## src/core/wss_pkg.sv

```systemverilog
// constants and types shared by the supervisor files
package wss_pkg;
	// ****************************************
	// register addresses and layouts
	// ****************************************
	localparam logic [7:0] WSS_ADDR_WDOG_CTRL   = 8'hc0;
	localparam logic [7:0] WSS_ADDR_SUPPLY_CTRL = 8'hdf;
	localparam logic [7:0] WSS_RST_WDOG_CTRL    = 8'h00;
	localparam logic [7:0] WSS_RST_SUPPLY_CTRL  = 8'hdc;
	localparam int WSS_WD_PRE_HI    = 7;
	localparam int WSS_WD_PRE_LO    = 5;
	localparam int WSS_WD_R1_BIT    = 3;
	localparam int WSS_WD_R2_BIT    = 2;
	localparam int WSS_WD_FLAG_BIT  = 1;
	localparam int WSS_WD_EN_BIT    = 0;
	localparam int WSS_SM_CMP_BIT   = 6;
	localparam int WSS_SM_IRQ_BIT   = 5;
	localparam int WSS_SM_TP_HI     = 4;
	localparam int WSS_SM_TP_LO     = 2;
	localparam int WSS_SM_SRC_BIT   = 1;
	localparam int WSS_SM_EN_BIT    = 0;
	localparam int WSS_SM_SPARE_BIT = 7;
	localparam int WSS_IE2_SM_BIT   = 1;
	// ****************************************
	// timing
	// ****************************************
	localparam int WSS_CLK_HZ       = 50_000_000;
	localparam int WSS_TICK_US      = 1000;
	localparam int WSS_TICK_CYCLES  = WSS_CLK_HZ / 1_000_000 * WSS_TICK_US;
	localparam int WSS_WD_BASE_MS   = 16;
	localparam int WSS_HOLD_MS      = 256;
	localparam int WSS_FILT_CYCLES  = 8;
	localparam int WSS_WD_WIDTH     = 16;
	localparam logic [3:0] WSS_RST_PULSE = 4'hf;
	// ****************************************
	// refresh sequence states, gray coded
	// ****************************************
	typedef enum logic [1:0] {
		WSS_RF_IDLE  = 2'b00,
		WSS_RF_ARMED = 2'b01
	} wss_refresh_t;
endpackage

```

## src/core/wss_sfr_if.sv

```systemverilog
// special function register port shared by the supervisor and its monitor
`timescale 1ns/1ps
interface wss_sfr_if;
	logic       wr;
	logic [7:0] addr;
	logic [7:0] wdata;
	logic [7:0] rdata;
	modport core (output wr, output addr, output wdata, input rdata);
	modport dev  (input wr, input addr, input wdata, output rdata);
endinterface

```

## src/core/wss_supply_mon.sv

```systemverilog
// supply monitor: filter, interrupt flag, hold-off timer, trip select
`timescale 1ns/1ps
module wss_supply_mon
	import wss_pkg::*;
#(
	parameter int HOLD_MS = WSS_HOLD_MS
)(
	// clock and reset
	input  wire logic i_clock,
	input  wire logic i_rstn,
	// register port
	wss_sfr_if.dev    sfr,
	// synchronised comparators and tick
	input  wire logic i_avdd_ok,
	input  wire logic i_dvdd_ok,
	input  wire logic i_tick,
	// outputs
	output logic      o_irq_flag,
	output logic      o_enable,
	output logic [2:0] o_trip_sel
);
	logic [3:0]  filt_cnt_reg;
	logic        cmp_reg;
	logic        src_reg;
	logic        irq_reg;
	logic [2:0]  tp_reg;
	logic        en_reg;
	logic [15:0] hold_reg;
	logic        raw_ok;
	logic        wr_hit;
	assign raw_ok = i_avdd_ok & i_dvdd_ok;
	assign wr_hit = sfr.wr && sfr.addr == WSS_ADDR_SUPPLY_CTRL;
	// ****************************************
	// glitch filter: a low must persist before it counts
	// ****************************************
	always_ff @(posedge i_clock)
	begin
		if (!i_rstn || !en_reg)
		begin
			filt_cnt_reg <= 4'h0;
			cmp_reg      <= 1'b1;
		end
		else if (raw_ok)
		begin
			filt_cnt_reg <= 4'h0;
			cmp_reg      <= 1'b1;
		end
		else if (filt_cnt_reg == 4'(WSS_FILT_CYCLES - 1))
			cmp_reg <= 1'b0;
		else
			filt_cnt_reg <= filt_cnt_reg + 4'h1;
	end
	// ****************************************
	// interrupt flag, source, hold-off
	// ****************************************
	always_ff @(posedge i_clock)
	begin
		if (!i_rstn)
		begin
			irq_reg  <= WSS_RST_SUPPLY_CTRL[WSS_SM_IRQ_BIT];
			src_reg  <= WSS_RST_SUPPLY_CTRL[WSS_SM_SRC_BIT];
			hold_reg <= 16'h0000;
		end
		else if (!cmp_reg)
		begin
			irq_reg  <= 1'b1;
			// only a supply that is low now can name the fault, so recovery keeps it
			if (!raw_ok)
				src_reg <= !i_avdd_ok;
			hold_reg <= 16'h0000;
		end
		else if (wr_hit)
		begin
			irq_reg  <= sfr.wdata[WSS_SM_IRQ_BIT];
			hold_reg <= 16'h0000;
		end
		else if (irq_reg && i_tick)
		begin
			if (hold_reg == 16'(HOLD_MS - 1))
			begin
				irq_reg  <= 1'b0;
				hold_reg <= 16'h0000;
			end
			else
				hold_reg <= hold_reg + 16'h0001;
		end
	end
	// ****************************************
	// control fields
	// ****************************************
	always_ff @(posedge i_clock)
	begin
		if (!i_rstn)
		begin
			tp_reg <= WSS_RST_SUPPLY_CTRL[WSS_SM_TP_HI:WSS_SM_TP_LO];
			en_reg <= WSS_RST_SUPPLY_CTRL[WSS_SM_EN_BIT];
		end
		else if (wr_hit)
		begin
			tp_reg <= sfr.wdata[WSS_SM_TP_HI:WSS_SM_TP_LO];
			en_reg <= sfr.wdata[WSS_SM_EN_BIT];
		end
	end
	// spare bit reads its reset value so the whole byte matches after reset
	assign sfr.rdata  = {WSS_RST_SUPPLY_CTRL[WSS_SM_SPARE_BIT], cmp_reg, irq_reg, tp_reg, src_reg, en_reg};
	assign o_irq_flag = irq_reg;
	assign o_enable   = en_reg;
	assign o_trip_sel = tp_reg;
endmodule

```

## src/core/wss_supervisor.sv

```systemverilog
// watchdog and supply supervisor top
`timescale 1ns/1ps
// Function
// - enabled watchdog resets the system when refresh is missed before timeout
// - clearing the enable bit stops the watchdog entirely
// - the watchdog counter is sixteen bits wide
// - prescale bits 7..5 pick timeout 16 ms doubling up to 2048 ms
// - a timeout sets the watchdog status flag
// - status flag clears by software zero or external reset, not watchdog reset
// - turning the watchdog on clears its counters
// - bit 6 reads one when both supplies are above trip point
// - supply interrupt flag sets while combined comparator status is low
// - flag clears after supplies stay good for 256 ms; lows restart timing
// - software cannot clear supply flag while a comparator is low
// - supply flag interrupts only when its enable bit is set
// - bits 4..2 select supply trip threshold
// - bit 1 reads one when analog supply caused the fault
// - bit 0 turns the supply monitor on or off
// - comparator inputs are filtered against short glitches
module wss_supervisor
	import wss_pkg::*;
#(
	parameter int TICK_CYCLES = WSS_TICK_CYCLES,
	parameter int HOLD_MS     = WSS_HOLD_MS
)(
	// clock and reset
	input  wire logic       i_clock,
	input  wire logic       i_rstn,
	// special function register port
	input  wire logic       i_sfr_wr,
	input  wire logic       i_sfr_rd,
	input  wire logic [7:0] i_sfr_addr,
	input  wire logic [7:0] i_sfr_wdata,
	output logic      [7:0] o_sfr_rdata,
	// interrupt enable register bits
	input  wire logic [7:0] i_irq_enable,
	// comparator pins
	input  wire logic       i_avdd_cmp,
	input  wire logic       i_dvdd_cmp,
	// outputs
	output logic            o_sys_reset,
	output logic            o_supply_irq,
	output logic            o_monitor_enable,
	output logic [2:0]      o_trip_select
);
	wss_sfr_if sfr_sm ();
	logic [2:0]  pre_reg;
	logic        r1_reg;
	logic        r2_reg;
	logic        flag_reg;
	logic        en_reg;
	logic [WSS_WD_WIDTH-1:0] cnt_reg;
	logic [31:0] div_reg;
	logic        tick_reg;
	logic [3:0]  rst_cnt_reg;
	logic [1:0]  av_sync_reg;
	logic [1:0]  dv_sync_reg;
	logic        sm_flag;
	logic        sm_en;
	logic [2:0]  sm_tp;
	logic        wd_hit;
	logic        timeout;
	logic        refresh_done;
	logic        wd_reset;
	logic [WSS_WD_WIDTH-1:0] limit;
	wss_refresh_t rf_reg;
	wss_refresh_t rf_next;
	assign wd_hit = i_sfr_wr && i_sfr_addr == WSS_ADDR_WDOG_CTRL;
	assign limit  = WSS_WD_WIDTH'(WSS_WD_BASE_MS) << pre_reg;
	// ****************************************
	// input synchronisers
	// ****************************************
	// comparators are asynchronous; only the second stage is read
	always_ff @(posedge i_clock)
	begin
		if (!i_rstn)
		begin
			av_sync_reg <= 2'h3;
			dv_sync_reg <= 2'h3;
		end
		else
		begin
			av_sync_reg <= {av_sync_reg[0], i_avdd_cmp};
			dv_sync_reg <= {dv_sync_reg[0], i_dvdd_cmp};
		end
	end
	// ****************************************
	// millisecond time base
	// ****************************************
	// free running and shared with the hold-off; enabling does not realign it, so the first tick may come early
	always_ff @(posedge i_clock)
	begin
		if (!i_rstn || div_reg == 32'(TICK_CYCLES - 1))
			div_reg <= 32'h0000_0000;
		else
			div_reg <= div_reg + 32'h0000_0001;
	end
	always_ff @(posedge i_clock)
	begin
		if (!i_rstn)
			tick_reg <= 1'b0;
		else
			tick_reg <= div_reg == 32'(TICK_CYCLES - 1);
	end
	// ****************************************
	// refresh sequence
	// ****************************************
	// a write that drops the first bit without the second disarms, so a stray second-bit write never refreshes
	always_comb
	begin
		rf_next      = rf_reg;
		refresh_done = 1'b0;
		case (rf_reg)
			WSS_RF_IDLE:
				if (wd_hit && i_sfr_wdata[WSS_WD_R1_BIT] && !i_sfr_wdata[WSS_WD_R2_BIT])
					rf_next = WSS_RF_ARMED;
			WSS_RF_ARMED:
				if (wd_hit && i_sfr_wdata[WSS_WD_R2_BIT])
				begin
					refresh_done = 1'b1;
					rf_next      = WSS_RF_IDLE;
				end
				else if (wd_hit && !i_sfr_wdata[WSS_WD_R1_BIT])
					rf_next = WSS_RF_IDLE;
			default:
				rf_next = WSS_RF_IDLE;
		endcase
	end
	always_ff @(posedge i_clock)
	begin
		if (!i_rstn || !en_reg)
			rf_reg <= WSS_RF_IDLE;
		else
			rf_reg <= rf_next;
	end
	// ****************************************
	// watchdog control register
	// ****************************************
	always_ff @(posedge i_clock)
	begin
		if (!i_rstn)
		begin
			pre_reg <= WSS_RST_WDOG_CTRL[WSS_WD_PRE_HI:WSS_WD_PRE_LO];
			en_reg  <= WSS_RST_WDOG_CTRL[WSS_WD_EN_BIT];
			r1_reg  <= 1'b0;
			r2_reg  <= 1'b0;
		end
		else if (wd_hit)
		begin
			pre_reg <= i_sfr_wdata[WSS_WD_PRE_HI:WSS_WD_PRE_LO];
			en_reg  <= i_sfr_wdata[WSS_WD_EN_BIT];
			r1_reg  <= i_sfr_wdata[WSS_WD_R1_BIT] && !refresh_done;
			r2_reg  <= 1'b0;
		end
	end
	// flag stays put through a watchdog reset; only i_rstn or a zero write clears it
	always_ff @(posedge i_clock)
	begin
		if (!i_rstn)
			flag_reg <= WSS_RST_WDOG_CTRL[WSS_WD_FLAG_BIT];
		else if (timeout)
			flag_reg <= 1'b1;
		else if (wd_hit && !i_sfr_wdata[WSS_WD_FLAG_BIT])
			flag_reg <= 1'b0;
	end
	// ****************************************
	// watchdog counter, ms units
	// ****************************************
	// held at zero while disabled, so turning the watchdog on always starts the count from zero
	assign timeout = en_reg && tick_reg && (cnt_reg == limit - 1'b1);
	always_ff @(posedge i_clock)
	begin
		if (!i_rstn || !en_reg || refresh_done || timeout)
			cnt_reg <= '0;
		else if (wd_hit && i_sfr_wdata[WSS_WD_EN_BIT] && !en_reg)
			cnt_reg <= '0;
		else if (tick_reg)
			cnt_reg <= cnt_reg + 1'b1;
	end
	// ****************************************
	// system reset pulse
	// ****************************************
	// fixed length so the wider system sees a clean reset; only a new timeout reloads it
	always_ff @(posedge i_clock)
	begin
		if (!i_rstn)
			rst_cnt_reg <= 4'h0;
		else if (timeout)
			rst_cnt_reg <= WSS_RST_PULSE;
		else if (rst_cnt_reg != 4'h0)
			rst_cnt_reg <= rst_cnt_reg - 4'h1;
	end
	assign wd_reset = rst_cnt_reg != 4'h0;
	// ****************************************
	// supply monitor
	// ****************************************
	assign sfr_sm.wr    = i_sfr_wr;
	assign sfr_sm.addr  = i_sfr_addr;
	assign sfr_sm.wdata = i_sfr_wdata;
	wss_supply_mon #(
		.HOLD_MS (HOLD_MS)
	) u_supply (
		.i_clock    (i_clock),
		.i_rstn     (i_rstn),
		.sfr        (sfr_sm),
		.i_avdd_ok  (av_sync_reg[1]),
		.i_dvdd_ok  (dv_sync_reg[1]),
		.i_tick     (tick_reg),
		.o_irq_flag (sm_flag),
		.o_enable   (sm_en),
		.o_trip_sel (sm_tp)
	);
	// ****************************************
	// registered outputs
	// ****************************************
	always_ff @(posedge i_clock)
	begin
		if (!i_rstn)
		begin
			o_sys_reset      <= 1'b0;
			o_supply_irq     <= 1'b0;
			o_monitor_enable <= WSS_RST_SUPPLY_CTRL[WSS_SM_EN_BIT];
			o_trip_select    <= WSS_RST_SUPPLY_CTRL[WSS_SM_TP_HI:WSS_SM_TP_LO];
			o_sfr_rdata      <= 8'h00;
		end
		else
		begin
			o_sys_reset      <= wd_reset;
			o_supply_irq     <= sm_flag && i_irq_enable[WSS_IE2_SM_BIT];
			o_monitor_enable <= sm_en;
			o_trip_select    <= sm_tp;
			if (i_sfr_rd && i_sfr_addr == WSS_ADDR_WDOG_CTRL)
				o_sfr_rdata <= {pre_reg, 1'b0, r1_reg, r2_reg, flag_reg, en_reg};
			else if (i_sfr_rd && i_sfr_addr == WSS_ADDR_SUPPLY_CTRL)
				o_sfr_rdata <= sfr_sm.rdata;
			else
				o_sfr_rdata <= 8'h00;
		end
	end
endmodule

```

## config.mk

```make
export PLATFORM = sky130hd
export DESIGN_NAME = wss_supervisor
export DESIGN_NICKNAME = d
export VERILOG_FILES = /design/src/core/wss_pkg.sv /design/src/core/wss_sfr_if.sv /design/src/core/wss_supply_mon.sv /design/src/core/wss_supervisor.sv
export SDC_FILE = /design/constraint.sdc
export NUM_CORES = 1
export LEC_CHECK = 0
export ABC_AREA = 1
export BUFFER_PORTS_ARGS = -buffer_cell sky130_fd_sc_hd__buf_2
export CORE_UTILIZATION = 50
export DETAILED_ROUTE_END_ITERATION = 10
export GPL_ROUTABILITY_DRIVEN = 0
export PLACE_DENSITY = 0.68
export SLEW_MARGIN = 5
export SYNTH_ARGS = -nofsm -noshare
export SYNTH_HDL_FRONTEND = slang
export SYNTH_HIERARCHICAL = 1
export SYNTH_SLANG_ARGS = --single-unit
```

## constraint.sdc

```tcl
create_clock -name i_clock -period 5.2 [get_ports i_clock]
set_input_delay 1.04 -clock i_clock [delete_from_list [all_inputs] [get_ports i_clock]]
set_output_delay 1.04 -clock i_clock [all_outputs]
set_load 0.02 [all_outputs]
```

# ---- Word-level counts from Yosys, hierarchy flattened
# Index checks and enable logic that the tools add are counted.
dict set report totals {
  regBits 106
  output_inout_bits 14
}
dict set report classes {
  shifts 1
  addsub 6
  reduce_logical 40
  mux 17
  n_eq_ne 11
  bitwise_logic 5
}
# operator count
set op_table {}
lappend op_table {{$add 16x1->16 const B} 2}
lappend op_table {{$add 32x1->32 const B} 1}
lappend op_table {{$eq 32x16->1 const B} 1}
lappend op_table {{$eq 16x16->1} 1}
lappend op_table {{$eq 16x8->1 const B} 1}
lappend op_table {{$eq 8x8->1 const B} 2}
lappend op_table {{$logic_and 1x1->1} 16}
lappend op_table {{$mux 16} 1}
lappend op_table {{$mux 8} 2}
lappend op_table {{$shl 5x3->16 const A} 1}
lappend op_table {{$sub 16x1->16 const B} 1}
lappend op_table {{$ne 3x3->1 const B} 3}
lappend op_table {{$logic_not 1->1} 8}
lappend op_table {{$mux 1} 8}
lappend op_table {{$mux 4} 2}
lappend op_table {{$mux 2} 3}
lappend op_table {{$reduce_and 2->1} 3}
lappend op_table {{$reduce_or 3->1} 2}
lappend op_table {{$logic_or 1x1->1} 5}
lappend op_table {{$add 4x1->4 const B} 1}
lappend op_table {{$eq 4x3->1 const B} 1}
lappend op_table {{$not 1->1} 4}
lappend op_table {{$pmux 2 s2} 1}
lappend op_table {{$reduce_bool 2->1} 2}
lappend op_table {{other kinds (7)} 8}

# ---- Logic depth before layout (Yosys ltp)
dict set report depth {
  depth_word 8
  depth_mapped 14
}

# ---- Hierarchy
# Netlist, hierarchy kept.
# module cells_each area_per_inst_um2 n_inst
set modules_own_cells {}
lappend modules_own_cells {wss_supervisor 605 4192.8 1}
lappend modules_own_cells {wss_supply_mon 184 1381.3 1}

# ---- Worst setup path before layout
# Ideal clock, no wire load.
dict set report synth_timing {
  path_kind {input -> register}
  startpoint {input port i_sfr_addr[5]}
  endpoint {register cnt_reg[5]}
  path_stages 9
  t_required_ns 5.084
  setup_time_ns 0.116
  setup_slack_ns 3.216
  arrival_ns 1.868
  path_buffers 1
  cell_sequence {nor2_1 > nand3_1 > nor2_1 > nand2_1 > o21bai_1 > inv_1 > nand2_4 > buf_12 > nor2_2}
}
dict set report synth_via {
  elab_chain_cells 8
}
# item line_no
set synth_lines {}
lappend synth_lines {{start, declared} wss_supervisor.sv:32} ;# input wire logic [7:0] i_sfr_addr,
lappend synth_lines {{$eq 8x8->1 (*)} wss_supervisor.sv:68} ;# assign wd_hit = i_sfr_wr && i_sfr_addr == WSS_ADDR_WDOG_CTRL;
lappend synth_lines {{$logic_and 1x1->1 (*)} wss_supervisor.sv:68}
lappend synth_lines {{$logic_and 1x1->1} wss_supervisor.sv:118} ;# if (wd_hit && i_sfr_wdata[WSS_WD_R2_BIT])
lappend synth_lines {{$mux 1} wss_supervisor.sv:118}
lappend synth_lines {{$mux 1} wss_supervisor.sv:113} ;# case (rf_reg)
lappend synth_lines {{$logic_or 1x1->1 (2 in a row)} wss_supervisor.sv:173} ;# if (!i_rstn || !en_reg || refresh_done || timeout)
lappend synth_lines {{$reduce_or 2->1 (no source line) (*)} --}
lappend synth_lines {{end signal, assigned} wss_supervisor.sv:178} ;# cnt_reg <= cnt_reg + 1'b1;
lappend synth_lines {{end, declared} wss_supervisor.sv:52} ;# logic [WSS_WD_WIDTH-1:0] cnt_reg;
# Mark *: on every way between the ends. The rest lies on a longest branch, timed or not.
# A chain may end at the register's enable or synchronous reset.

# ---- Worst setup path in the final report
dict set report layout_timing {
  startpoint {input port i_rstn}
  endpoint {register div_reg[23]}
}
dict set report layout_via {
  elab_chain_cells 2
}
# item line_no
set layout_lines {}
lappend layout_lines {{start, declared} wss_supervisor.sv:28} ;# input wire logic i_rstn,
lappend layout_lines {{$logic_not 1->1} wss_supervisor.sv:93} ;# if (!i_rstn || div_reg == 32'(TICK_CYCLES - 1))
lappend layout_lines {{$logic_or 1x1->1} wss_supervisor.sv:93}
lappend layout_lines {{end signal, assigned} wss_supervisor.sv:96} ;# div_reg <= div_reg + 32'h0000_0001;
lappend layout_lines {{end, declared} wss_supervisor.sv:53} ;# logic [31:0] div_reg;
# No other way between the ends.

==> flow_metrics.tcl <==
set metrics [dict create \
    status "complete, no violations" \
    cts_resized 0 \
    synth_seq_cells 105 \
    path_class "in2reg" \
    path_common_cell "inv_1" \
    critical-path-slowest-cell "nor2_2" \
    clock_latency_ps 380 \
    ir_drop_v 0.000237 \
    die_w_um 108 \
    ys_seq_area_share_pct 37.7 \
    port_buffers 36 \
    post_cts_buffers 0 \
    crit_fanout 21 \
    fin_crit_ps 2250 \
    fin_tns_setup_ps 0 \
    synth_nets 826 \
    die_h_um 108 \
    max_stage_delay_ps 600 \
    multi_input_area_um2 2910 \
    area_delta_synth_final_pct 6.49 \
    synthFlopType "dfxtp_1" \
    vias_per_cell 4.96 \
    totalPowerFinal_uw 1320 \
    firstDrtPassIters 5 \
    synthArstFlopShare_pct 0 \
    die_area_um2 11600 \
    start_util_pct 51.4 \
    hold_viol 0 \
    grt_pass1_wl_mm 18.9 \
    skew_ps 13.1 \
    postSynthAreaPerCell_um2 7.06 \
    endpoint_kind "register" \
    fin_crit_sh_pct 43.2 \
    hold_path_class "reg2reg" \
    clk_path_buf_depth 2 \
    syn_area_um2 5570 \
    ys_types 43 \
    dp_cells 945 \
    htree_levels 3 \
    cts-hold-fix-buffers 0 \
    drt-total-wl_mm 11.2 \
    rows 38 \
    antenna_found_initial 0 \
    antenna_left 0 \
    max_freq_mhz 445 \
    whs_path_depth 1 \
    dp_hpwl_mm 8.50 \
    maxSlewViolCount 0 \
    power_density_nw_per_um2 222 \
    num-nets-final 853 \
    cp.required_ps 5520 \
    grt_max_degree 22 \
    largest_register_ffs 32 \
    cts.clk_slew.worst_paths_ps 100 \
    grt_pass1_vias 4379 \
    cp-start-kind "input port" \
    syn_inst 789 \
    rr_worst_depth 12 \
    ys_warn_count 6 \
    cts_sinks 105 \
    core_region_area_um2 10800 \
    grt_util_all_layers_pct 20.6 \
    p_leak_uw 0.00246 \
    vias 4762 \
    relSlewSlack_pct 55.6 \
    drt_iter0_markers 218 \
    io_pins 44 \
    drc_errors 0 \
    drv_cap 0 \
    numCtsBuffers 9 \
    synth-edff-count 0 \
    wl_per_cell_um 11.6 \
    drive_above_1_share_pct 16.1 \
    filler_cell_count 1067 \
    cts_root_buf "clkbuf_8" \
    num_antenna_cells 0 \
    crit_chain "buf_2, inv_1, nor2_2, nand3_1, inv_1" \
    rsz0062_at_grt "false" \
    setup_viol 0 \
    fin_cells 961 \
    tightest_slew_ps 661 \
    arrival_ps 2570 \
    cts_tree "built" \
    grt_overflow 0 \
    ff_latch_area_um2 2100 \
]
## kinds of logic (layout without fill, tap and decap cells)
logic type	after synthesis	count (layout)	share of synthesized area [%]
AO/OA/AOI/OAI	49	49	4.94
AND/OR/NAND/NOR	467	467	39.8
XOR/XNOR	35	35	5.50
flip-flops	105	105	37.7
adder cells (fa/ha/maj)	7	7	1.57
other	1	1	0.0673
multiplexers	2	2	0.359
buffers and inverters	123	155	10.1
## routing by layer
| layer | track usage (%) | routed length, um |
|---|---|---|
| met1 | 24.7 | 5210 |
| met2 | 35.1 | 5190 |
| met3 | 5.33 | 559 |
| met4 | 7.73 | 206 |
| met5 | 0 | 0 |
## cell usage after synthesis, types with 2 or more instances
master | instances | area share, %
dfxtp_1 | 105 | 38
xnor2_1 | 10 | 1.6
nor2_4 | 10 | 2.0
buf_4 | 10 | 1.3
or2_2 | 10 | 1.1
buf_12 | 2 | 0.72
nor3_2 | 4 | 0.72
inv_4 | 2 | 0.22
nand2_2 | 8 | 0.90
mux2i_1 | 2 | 0.36
buf_6 | 3 | 0.61
clkbuf_1 | 3 | 0.20
inv_1 | 98 | 6.6
nor2_2 | 32 | 3.6
xor2_1 | 25 | 3.9
a21oi_1 | 21 | 1.9
nand3b_1 | 2 | 0.27
nor2_1 | 96 | 6.5
nand3_1 | 53 | 4.8
nand4_1 | 19 | 2.1
o21ai_0 | 17 | 1.5
nand3_2 | 4 | 0.72
nor4_1 | 2 | 0.22
inv_2 | 2 | 0.13
a31oi_1 | 2 | 0.22
nand2_4 | 4 | 0.81
nand2_1 | 197 | 13
a211oi_1 | 2 | 0.27
nor3_1 | 23 | 2.1
o21ai_1 | 2 | 0.18
ha_1 | 7 | 1.6
## worst paths after layout
kind | slack (ps) | start | end
worst max-delay path | 2950 | i_rstn | div_reg[23]$_SDFF_PP0_
worst min-delay path | 430 | av_sync_reg[0]$_SDFF_PN1_ | av_sync_reg[1]$_SDFF_PN1_
worst max register to register | 3220 | pre_reg[2]$_SDFFE_PN0P_ | cnt_reg[0]$_SDFFE_PP0P_
worst min register to register | 430 | av_sync_reg[0]$_SDFF_PN1_ | av_sync_reg[1]$_SDFF_PN1_
## worst max-delay path: cells and delay by family
| kind | cells | cell delay [ps] |
|---|---|---|
| and+or+nand+nor | 2 | 750 |
| buffers and inverters | 3 | 770 |
## final cells by class
class | instances | share of cell area (%)
Tap cell | 140 | 2.95
Sequential cell | 105 | 35.4
Timing Repair Buffer | 36 | 3.04
Inverter | 103 | 6.62
Multi-Input combinational cell | 561 | 49.0
Clock inverter | 6 | 0.822
Clock buffer | 10 | 2.15
## through the flow
| step | util, % | setup slack (ps) | hold WS [ps] | area, um2 |
|---|---|---|---|---|
| finish | 54.8 | 2950 | 428 | 5940 |
| CTS | 54.8 | 2950 | 430 | 5940 |
| global placement | 53.1 | 2580 | 399 | 5760 |
| detailed placement | 53.1 | 2550 | 404 | 5760 |
| global route | 54.8 | 2780 | 451 | 5940 |
| floorplan | - | 3220 | 393 | 5570 |
## cell usage in the layout (no fill, tap or decap), types with 4 or more instances in the layout
cell type	instances
nand2_1	197
dfxtp_1	105
inv_1	98
nor2_1	96
nand3_1	53
buf_2	36
nor2_2	32
xor2_1	25
nor3_1	23
a21oi_1	21
nand4_1	19
o21ai_0	17
xnor2_1	10
nor2_4	10
or2_2	10
clkbuf_8	9
nand2_2	8
ha_1	7
nand3_2	4
nand2_4	4
nor3_2	4
## report_power, final
group	switching (uW)	internal, uW
clock network	290	180
logic	25.0	12.8
registers	2.00	807
No activity file was read; power rests on OpenSTA's default activity.
